===== config.mk =====
export PLATFORM = sky130hd
export DESIGN_NAME = strap_config_latch
export DESIGN_NICKNAME = d
export VERILOG_FILES = /design/src/logic/strap_cfg_pkg.sv /design/src/logic/strap_config_latch.sv
export SDC_FILE = /design/constraint.sdc
export NUM_CORES = 1
export LEC_CHECK = 0
export BUFFER_PORTS_ARGS = -buffer_cell sky130_fd_sc_hd__buf_2
export CAP_MARGIN = 5
export CORE_MARGIN = 2
export CORE_UTILIZATION = 25
export CTS_BUF_LIST = sky130_fd_sc_hd__clkbuf_4 sky130_fd_sc_hd__clkbuf_8 sky130_fd_sc_hd__clkbuf_16
export CTS_CLUSTER_SIZE = 25
export DETAILED_ROUTE_END_ITERATION = 8
export SYNTH_ARGS = -nofsm -noshare
export SYNTH_HDL_FRONTEND = slang
export SYNTH_SLANG_ARGS = --single-unit

===== constraint.sdc =====
create_clock -name clk -period 2.7 [get_ports clk]
set_input_delay 0.405 -clock clk [delete_from_list [all_inputs] [get_ports clk]]
set_output_delay 0.405 -clock clk [all_outputs]
set_load 0.02 [all_outputs]

===== src/logic/strap_cfg_pkg.sv =====
// constants for the strap configuration latch and its register map
package strap_cfg_pkg;
   // register byte addresses
   localparam logic [7:0] ADDR_STATUS    = 8'h00;
   localparam logic [7:0] ADDR_CONTROL   = 8'h04;
   localparam logic [7:0] ADDR_AN_ADV    = 8'h08;
   localparam logic [7:0] ADDR_FORCE_AMP = 8'h0C;
   localparam logic [7:0] ADDR_MMD_QUERY = 8'h10;
   localparam logic [7:0] ADDR_MMD_RESULT = 8'h14;
   localparam logic [7:0] ADDR_OVERRIDE  = 8'h18;

   // documented device register addresses mirrored by the above
   localparam logic [15:0] DEV_AN_ADV_ADDR    = 16'h020E;
   localparam logic [15:0] DEV_FORCE_AMP_ADDR = 16'h18F6;
   localparam int          REACH_BIT          = 12;

   // status word fields
   localparam int ST_ADDR_LSB   = 0;
   localparam int ST_REACH_BIT  = 4;
   localparam int ST_MAC_LSB    = 5;
   localparam int ST_RXV_BIT    = 7;
   localparam int ST_CLK_BIT    = 8;
   localparam int ST_TERM_BIT   = 9;
   localparam int ST_FORCE_BIT  = 10;
   localparam int ST_RESV_BIT   = 11;

   // control word fields
   localparam int CT_SWRST_BIT  = 0;
   localparam int CT_FORCE_BIT  = 1;

   // override enables (bit n) and values (bit n+16); field order as status
   localparam int OV_VAL_LSB    = 16;
   localparam int OV_WIDTH      = 10;

   localparam logic [1:0] MAC_MII         = 2'b00;
   localparam logic [1:0] MAC_RMII_MASTER = 2'b01;
   localparam logic [1:0] MAC_RESERVED    = 2'b10;
   localparam logic [1:0] MAC_RMII_SLAVE  = 2'b11;

   localparam logic [4:0] MMD_NONE = 5'h00;
   localparam logic [4:0] MMD_PMA  = 5'h01;
   localparam logic [4:0] MMD_PCS  = 5'h03;
   localparam logic [4:0] MMD_AN   = 5'h07;
   localparam logic [4:0] MMD_VEND = 5'h1F;

   localparam logic [15:0] R1_LO = 16'h1000;
   localparam logic [15:0] R1_HI = 16'h18F8;
   localparam logic [15:0] R3_LO = 16'h3000;
   localparam logic [15:0] R3_HI = 16'h38E7;
   localparam logic [15:0] R7_LO = 16'h0200;
   localparam logic [15:0] R7_HI = 16'h020F;
   localparam logic [15:0] RV_LO = 16'h0000;
   localparam logic [15:0] RV_HI = 16'h0130;
   localparam logic [15:0] RW_LO = 16'h0300;
   localparam logic [15:0] RW_HI = 16'h0E01;

   localparam logic [1:0] RESP_OKAY   = 2'b00;
   localparam logic [1:0] RESP_SLVERR = 2'b10;

   // last settle count before the straps are caught; covers both sync stages
   localparam logic [1:0] SETTLE_LAST = 2'b01;

   typedef enum logic [1:0] {LD_SAMPLE, LD_RUN} load_state_t;
endpackage


===== src/logic/strap_config_latch.sv =====
// strap sampling, decode and AXI4-Lite register access for the PHY setup
//
// The address map and the AXI4-Lite slave port were chosen for this implementation.
`timescale 1ns/1ns
`default_nettype none
module strap_config_latch
   import strap_cfg_pkg::*;
(
   input  wire logic        clk,
   input  wire logic        sys_rst,
   input  wire logic        receive_data_bit3_pin,
   input  wire logic        receive_data_bit0_pin,
   input  wire logic        receive_error_pin,
   input  wire logic        general_purpose_one_pin,
   input  wire logic        led_two_pin,
   input  wire logic        led_zero_pin,
   input  wire logic        receive_data_bit1_pin,
   input  wire logic        receive_data_bit2_pin,
   input  wire logic        rx_valid_pin_strap,
   input  wire logic        general_purpose_two_pin,
   input  wire logic        link_forced_mode,
   input  wire logic [7:0]  s_axi_awaddr,
   input  wire logic        s_axi_awvalid,
   output logic             s_axi_awready,
   input  wire logic [31:0] s_axi_wdata,
   input  wire logic [3:0]  s_axi_wstrb,
   input  wire logic        s_axi_wvalid,
   output logic             s_axi_wready,
   output logic [1:0]       s_axi_bresp,
   output logic             s_axi_bvalid,
   input  wire logic        s_axi_bready,
   input  wire logic [7:0]  s_axi_araddr,
   input  wire logic        s_axi_arvalid,
   output logic             s_axi_arready,
   output logic [31:0]      s_axi_rdata,
   output logic [1:0]       s_axi_rresp,
   output logic             s_axi_rvalid,
   input  wire logic        s_axi_rready,
   output logic [3:0]       mgmt_addr,
   output logic             tx_amp_high,
   output logic [1:0]       mac_mode,
   output logic             rx_valid_pure,
   output logic             led_one_output_sel,
   output logic             term_below_40,
   output logic             mgmt_ready
);

   // strap order in the raw word: addr[3:0], reach, mac[1:0], rxv, clk, term
   localparam int NSTRAP = OV_WIDTH;

   // group lookup for a register address; unmapped gives zero
   function automatic logic [4:0] mmd_of(input logic [15:0] a);
      if (a >= R1_LO && a <= R1_HI) begin
         mmd_of = MMD_PMA;
      end else if (a >= R3_LO && a <= R3_HI) begin
         mmd_of = MMD_PCS;
      end else if (a >= R7_LO && a <= R7_HI) begin
         mmd_of = MMD_AN;
      end else if ((a >= RV_LO && a <= RV_HI) || (a >= RW_LO && a <= RW_HI)) begin
         mmd_of = MMD_VEND;
      end else begin
         mmd_of = MMD_NONE;
      end
   endfunction

   // every mapped word answers OKAY; read-only words simply ignore writes
   function automatic logic addr_known(input logic [7:0] a);
      if (a == ADDR_STATUS || a == ADDR_CONTROL || a == ADDR_AN_ADV) begin
         addr_known = 1'b1;
      end else if (a == ADDR_FORCE_AMP || a == ADDR_MMD_QUERY) begin
         addr_known = 1'b1;
      end else if (a == ADDR_MMD_RESULT || a == ADDR_OVERRIDE) begin
         addr_known = 1'b1;
      end else begin
         addr_known = 1'b0;
      end
   endfunction

   // pins are slow board levels; two stages before anything reads them
   logic [NSTRAP-1:0] pin_raw;
   logic [NSTRAP-1:0] pin_s1_r;
   logic [NSTRAP-1:0] pin_s2_r;
   assign pin_raw = {general_purpose_two_pin, rx_valid_pin_strap, receive_data_bit2_pin,
                     led_zero_pin, receive_data_bit1_pin, led_two_pin,
                     receive_data_bit3_pin, receive_data_bit0_pin, receive_error_pin,
                     general_purpose_one_pin};

   always_ff @(posedge clk) begin
      pin_s1_r <= pin_raw;
      pin_s2_r <= pin_s1_r;
   end

   // sampling waits two cycles after reset so the synchroniser holds real pin data
   load_state_t       ld_r;
   logic [1:0]        settle_r;
   logic [NSTRAP-1:0] strap_r;
   logic [NSTRAP-1:0] ov_en_r;
   logic [NSTRAP-1:0] ov_val_r;
   logic              force_r;
   logic              swrst;

   always_ff @(posedge clk) begin
      if (sys_rst) begin
         ld_r     <= LD_SAMPLE;
         settle_r <= 2'b00;
      end else if (ld_r == LD_SAMPLE) begin
         settle_r <= settle_r + 2'b01;
         if (settle_r == SETTLE_LAST) begin
            ld_r <= LD_RUN;
         end
      end
   end

   // straps are caught once after hard reset; soft reset never resamples
   always_ff @(posedge clk) begin
      if (sys_rst) begin
         strap_r <= '0;
      end else if (ld_r == LD_SAMPLE && settle_r == SETTLE_LAST) begin
         strap_r <= pin_s2_r;
      end
   end

   // effective word; soft reset drops overrides so the latched straps apply again
   logic [NSTRAP-1:0] eff;
   assign eff = (strap_r & ~ov_en_r) | (ov_val_r & ov_en_r);

   always_ff @(posedge clk) begin
      if (sys_rst) begin
         mgmt_addr          <= '0;
         tx_amp_high        <= 1'b0;
         mac_mode           <= MAC_MII;
         rx_valid_pure      <= 1'b0;
         led_one_output_sel <= 1'b0;
         term_below_40      <= 1'b0;
      end else begin
         mgmt_addr          <= eff[ST_ADDR_LSB+3:ST_ADDR_LSB];
         tx_amp_high        <= eff[ST_REACH_BIT];
         mac_mode           <= eff[ST_MAC_LSB+1:ST_MAC_LSB];
         rx_valid_pure      <= eff[ST_RXV_BIT];
         led_one_output_sel <= eff[ST_CLK_BIT];
         term_below_40      <= eff[ST_TERM_BIT];
      end
   end

   // ready trails the latch by a cycle so the first access sees final settings
   always_ff @(posedge clk) begin
      if (sys_rst) begin
         mgmt_ready <= 1'b0;
      end else begin
         mgmt_ready <= (ld_r == LD_RUN);
      end
   end

   // a forced link comes from the pin or from the control bit
   logic force_eff;
   assign force_eff = force_r | link_forced_mode;

   // write channel: address and data taken in either order
   logic        aw_have_r;
   logic        w_have_r;
   logic [7:0]  aw_addr_r;
   logic [31:0] w_data_r;
   logic [3:0]  w_strb_r;
   logic        do_write;
   logic [15:0] mmd_q_r;

   assign do_write = aw_have_r && w_have_r && !s_axi_bvalid;
   // soft reset is a one-cycle pulse decoded from the control write itself
   assign swrst = do_write && aw_addr_r == ADDR_CONTROL && w_strb_r[0]
                  && w_data_r[CT_SWRST_BIT];

   // address half of a write, parked until its data partner arrives
   always_ff @(posedge clk) begin
      if (sys_rst) begin
         aw_have_r     <= 1'b0;
         aw_addr_r     <= '0;
         s_axi_awready <= 1'b0;
      end else begin
         s_axi_awready <= !aw_have_r && !(s_axi_awvalid && s_axi_awready);
         if (s_axi_awvalid && s_axi_awready) begin
            aw_have_r <= 1'b1;
            aw_addr_r <= s_axi_awaddr;
         end
         if (do_write) begin
            aw_have_r <= 1'b0;
         end
      end
   end

   // data half of a write; ready stays low while a word is parked
   always_ff @(posedge clk) begin
      if (sys_rst) begin
         w_have_r     <= 1'b0;
         w_data_r     <= '0;
         w_strb_r     <= '0;
         s_axi_wready <= 1'b0;
      end else begin
         s_axi_wready <= !w_have_r && !(s_axi_wvalid && s_axi_wready);
         if (s_axi_wvalid && s_axi_wready) begin
            w_have_r <= 1'b1;
            w_data_r <= s_axi_wdata;
            w_strb_r <= s_axi_wstrb;
         end
         if (do_write) begin
            w_have_r <= 1'b0;
         end
      end
   end

   // response; a new write waits in do_write until this one is taken
   always_ff @(posedge clk) begin
      if (sys_rst) begin
         s_axi_bvalid <= 1'b0;
         s_axi_bresp  <= RESP_OKAY;
      end else if (do_write) begin
         s_axi_bvalid <= 1'b1;
         s_axi_bresp  <= addr_known(aw_addr_r) ? RESP_OKAY : RESP_SLVERR;
      end else if (s_axi_bvalid && s_axi_bready) begin
         s_axi_bvalid <= 1'b0;
      end
   end

   // control register; soft reset also drops the forced-link request
   always_ff @(posedge clk) begin
      if (sys_rst || swrst) begin
         force_r <= 1'b0;
      end else if (do_write && aw_addr_r == ADDR_CONTROL && w_strb_r[0]) begin
         force_r <= w_data_r[CT_FORCE_BIT];
      end
   end

   // overrides; clearing them on soft reset puts the latched straps back in charge
   always_ff @(posedge clk) begin
      if (sys_rst || swrst) begin
         ov_en_r  <= '0;
         ov_val_r <= '0;
      end else if (do_write && aw_addr_r == ADDR_OVERRIDE) begin
         if (w_strb_r[0]) begin
            ov_en_r[7:0] <= w_data_r[7:0];
         end
         if (w_strb_r[1]) begin
            ov_en_r[NSTRAP-1:8] <= w_data_r[NSTRAP-1:8];
         end
         if (w_strb_r[2]) begin
            ov_val_r[7:0] <= w_data_r[OV_VAL_LSB+7:OV_VAL_LSB];
         end
         if (w_strb_r[3]) begin
            ov_val_r[NSTRAP-1:8] <= w_data_r[OV_VAL_LSB+NSTRAP-1:OV_VAL_LSB+8];
         end
      end
   end

   // query word for the group lookup; the result is read back combinationally
   always_ff @(posedge clk) begin
      if (sys_rst) begin
         mmd_q_r <= '0;
      end else if (do_write && aw_addr_r == ADDR_MMD_QUERY) begin
         if (w_strb_r[0]) begin
            mmd_q_r[7:0] <= w_data_r[7:0];
         end
         if (w_strb_r[1]) begin
            mmd_q_r[15:8] <= w_data_r[15:8];
         end
      end
   end

   // read channel: one read at a time, answer one cycle after the address
   logic [31:0] rd_word;
   logic [31:0] reach_word;
   // both mirror words carry the reach bit at the same position
   always_comb begin
      reach_word = '0;
      reach_word[REACH_BIT] = eff[4];
   end

   always_comb begin
      rd_word = '0;
      if (s_axi_araddr == ADDR_STATUS) begin
         rd_word[ST_ADDR_LSB+3:ST_ADDR_LSB] = eff[3:0];
         rd_word[ST_REACH_BIT]              = eff[4];
         rd_word[ST_MAC_LSB+1:ST_MAC_LSB]   = eff[6:5];
         rd_word[ST_RXV_BIT]                = eff[7];
         rd_word[ST_CLK_BIT]                = eff[8];
         rd_word[ST_TERM_BIT]               = eff[9];
         rd_word[ST_FORCE_BIT]              = force_eff;
         rd_word[ST_RESV_BIT]               = (eff[6:5] == MAC_RESERVED);
      end else if (s_axi_araddr == ADDR_CONTROL) begin
         rd_word[CT_FORCE_BIT] = force_r;
      end else if (s_axi_araddr == ADDR_AN_ADV) begin
         rd_word = reach_word;
      end else if (s_axi_araddr == ADDR_FORCE_AMP) begin
         rd_word = force_eff ? reach_word : '0;
      end else if (s_axi_araddr == ADDR_MMD_QUERY) begin
         rd_word[15:0] = mmd_q_r;
      end else if (s_axi_araddr == ADDR_MMD_RESULT) begin
         rd_word[4:0] = mmd_of(mmd_q_r);
      end else if (s_axi_araddr == ADDR_OVERRIDE) begin
         rd_word[NSTRAP-1:0]                   = ov_en_r;
         rd_word[OV_VAL_LSB+NSTRAP-1:OV_VAL_LSB] = ov_val_r;
      end
   end

   logic rd_ok;
   assign rd_ok = addr_known(s_axi_araddr);

   // address side of a read; closed while an answer is outstanding
   always_ff @(posedge clk) begin
      if (sys_rst) begin
         s_axi_arready <= 1'b0;
      end else begin
         s_axi_arready <= !s_axi_rvalid && !(s_axi_arvalid && s_axi_arready);
      end
   end

   // read answer, captured at the address handshake and held until taken
   always_ff @(posedge clk) begin
      if (sys_rst) begin
         s_axi_rvalid <= 1'b0;
         s_axi_rdata  <= '0;
         s_axi_rresp  <= RESP_OKAY;
      end else if (s_axi_arvalid && s_axi_arready) begin
         s_axi_rvalid <= 1'b1;
         s_axi_rdata  <= rd_word;
         s_axi_rresp  <= rd_ok ? RESP_OKAY : RESP_SLVERR;
      end else if (s_axi_rvalid && s_axi_rready) begin
         s_axi_rvalid <= 1'b0;
      end
   end

endmodule
`default_nettype wire

==> results.md <==
- Status: complete, no violations
- Seq pwr share: 0.459
- Final setup fails: 0
- Worst skew pair latency: 0.43 ns
- Wirelength per Cell: 14.8 um
- Maximum clock frequency: 448 MHz
- Netlist cell types: 53
- Total Routing Usage GR: 0.136
- RD Place Congestion: 0.850
- Buffers and inverters on the worst path: 0
- Worst-path cell chain: or4_1 -> and4bb_2 -> nand3b_1 -> mux2i_1 -> nor2_1
- CTS sink cnt: 154
- Worst R2R Start: aw_addr_r[0]
- Crit path kind: reg -> reg
- Combinational share of power: 0.092
- Largest net degree at the start of global routing: 67
- Sequential fraction of the synthesis area: 0.527
- Die area: 24,600 um2
- Total negative slack: 0 ns
- Core area: 22,800 um2
- Vias in the first global route: 4,562
- CTS Buf Count: 17
- Clock Power Share: 0.450
- PostCTS Resize Cnt: 0
- Area growth, synth to finish: 24.3%
- Row cnt: 55
- Antenna cells: 0
- First drt pass iteration count: 5
- Initial Util: 0.257
- Critical path arrival: 2.52 ns
- CP delay by family, top: simple AND/OR/NAND/NOR gates
- IO Pins: 122
- Synth Flop Type: dfxtp_1
- Most frequent cells in the layout: 154 x dfxtp_1, 152 x nand2_1, 106 x buf_2, 88 x a21oi_1, 63 x nor2_1
- Worst setup path start: aw_addr_r[0]
- # DRC: 0
- FF-to-FF path depth: 5
- Cell type with the highest aggregate area in the netlist: dfxtp_1
- Clock Tree Buf Depth: 2
- # Post-CTS Setup Buffers: 0
- Post-synth EDFFs: 0
- RSZ-0062 raised after global routing: no
- Die height: 157 um
- Worst Path Max Fanout: 8
- CTS tree: done
- Die span in x: 157 um
- H-tree levels: 4
- Setup ws final: 0.469 ns
- CTS root buffer: clkbuf_16
- Synth Register Bits: 154
- M3 GR Usage: 0.0358
- Busiest layer in global routing: met2
- Avg Cell Area, Syn: 8.47 um2
- Placed insts: 1,079
- CP peak stage delay: 0.56 ns
- Worst EP required: 2.99 ns
- Share of synthesized registers carrying an async set or reset: 0
- Routing usage on met1: 0.193
- NetSw: 1.45 mW
- Crit path max-delay cell type: or4_1
- Post-Syn Area: 5850 um2
- Initial DRC count: 351
- Worst vdd ir: 0.457 mV
- Clock skew after layout: 0.00610 ns
- Fin util: 0.319
- First-pass GRT wire length: 25,400 um
- Clock transition at path regs: 0.07 ns
- Setup crit end kind: flop
- Mapped Cells: 691
- Layout Nets: 856
- Worst setup endpoint: mmd_q_r[9]
- Final hold vios: 0
- Critical Path Stages: 5
- Final Non-Filler Cells: 1,111
- Final period util: 0.826
- Max_cap viols: 0
- Antenna violations before repair: 1
- Warnings from Yosys: 0
- Place WS: 0.421 ns
- Vias after detailed routing: 5,060
- Worst Tran Pin Value: 0.745 ns
- Met2 Use GR: 0.200
- Ranking of synthesized cells by area: dfxtp_1 53%, nand2_1 9.8%, a21oi_1 7.5%
- CTS Hold Bufs: 0
- RR Endpoint: mmd_q_r[9]
- Final min period: 2.23 ns
- Power Dens Cells: 745 nW/um2
- Slew margin rel.: 0.503
- Leak Pwr: 2.96 nW
- Startpoint types: flop
- Post-DP HPWL: 12,200 um
- Share of cells above drive strength 1: 0.198
- Switching part of the total: 0.267
- Hold crit path type: in -> reg
- Synth top area share: 0.527
- Flop-to-flop setup slack: 0.47 ns
- I/O Buffers: 107
- Grt total ovfl: 0
- Dpl cell area: 6670 um2
- Final WL: 16,400 um
- Final instance area: 7270 um2
- Final ANT Viol Nets: 0
- Via density per instance: 4.55
- Most common cell after layout, fill and taps aside: dfxtp_1
- Cell Int Power: 3.97 mW
- Final Max Slew Viols: 0
## cells in the mapped netlist, types with 4 or more instances
cell type  number
and2_1          8
nand2_1       152
buf_4           8
a32oi_1         4
inv_1          11
a31oi_1         6
a21oi_1        88
dfxtp_1       154
clkbuf_1       33
nand2b_1        4
a211oi_1        4
nor2b_1         6
and3_1          7
nand3_1        20
o21ai_0        19
mux2i_1        29
nor2_1         63
nor3_1         13
or3_1           5
or4_1           5
buf_1           4
buf_2           5
## layer usage
layer  up-vias  share of wire
met5         -        0.00043
met3        20          0.062
met2       173           0.43
li1       2539              -
met1      2326           0.49
met4         2          0.013
## layout make-up
class | instances | area, um2
timing repair buffer | 118 | 621
clock buffer | 17 | 425
fill | 2425 | 15500
clock inverter | 15 | 180
sequential | 154 | 3080
inverter | 11 | 41.3
tap | 313 | 392
multi-input combinational | 483 | 2530
## sequential cells by signal, summed over array words and instances, names as in the netlist, 4 cells and up
register / count
s_axi_rdata: 26
w_data_r: 26
mmd_q_r: 16
ov_en_r: 10
ov_val_r: 10
pin_s1_r: 10
pin_s2_r: 10
strap_r: 10
aw_addr_r: 8
mgmt_addr: 4
w_strb_r: 4
## worst min-delay path by stage
| stage | start | slack (ns) | to | depth (start not counted) |
|---|---|---|---|---|
| after floorplan | pin_s1_r[0] | 0.31 | pin_s2_r[0] | 0 |
| after global placement | pin_s1_r[5] | 0.32 | pin_s2_r[5] | 0 |
| after detailed placement | pin_s1_r[6] | 0.31 | pin_s2_r[6] | 0 |
| after CTS | receive_data_bit3_pin | 0.06 | pin_s1_r[3] | 1 |
| after global routing | receive_error_pin | 0.05 | pin_s1_r[1] | 1 |
| final | general_purpose_two_pin | 0.07 | pin_s1_r[9] | 1 |
## cell families after synthesis
group	share of synthesized area
AND/OR/NAND/NOR	0.224
flip-flops	0.527
AO/OA/AOI/OAI	0.150
buffers and inverters	0.0453
multiplexers	0.0496
adder cells (fa/ha/maj)	0.00214
other	0.000641
XOR/XNOR	0.00150
## power groups by stage
stage          clock network (mW)  registers, mW  logic (mW)
2_1_floorplan                   0           2.54       0.298
3_3_place_gp                    0           2.53       0.497
3_5_place_dp                    0           2.53       0.500
4_1_cts                      2.49           2.48       0.501
5_1_grt                      2.60           2.50       0.559
6_report                     2.44           2.48       0.497
## worst reg2reg max path, stage by stage, from the launching register on
cell and delay, ns:
dfxtp_1 0.31, or4_1 0.56, and4bb_2 0.42, nand3b_1 0.45
mux2i_1 0.30, nor2_1 0.05
## stage by stage
stage | hold WS [ns] | total power, mW
floorplan | 0.310 | 2.84
global placement | 0.316 | 3.03
detailed placement | 0.312 | 3.03
CTS | 0.0554 | 5.47
global route | 0.0512 | 5.65
finish | 0.0743 | 5.42
Note: power is estimated with default switching activity, not from simulation.
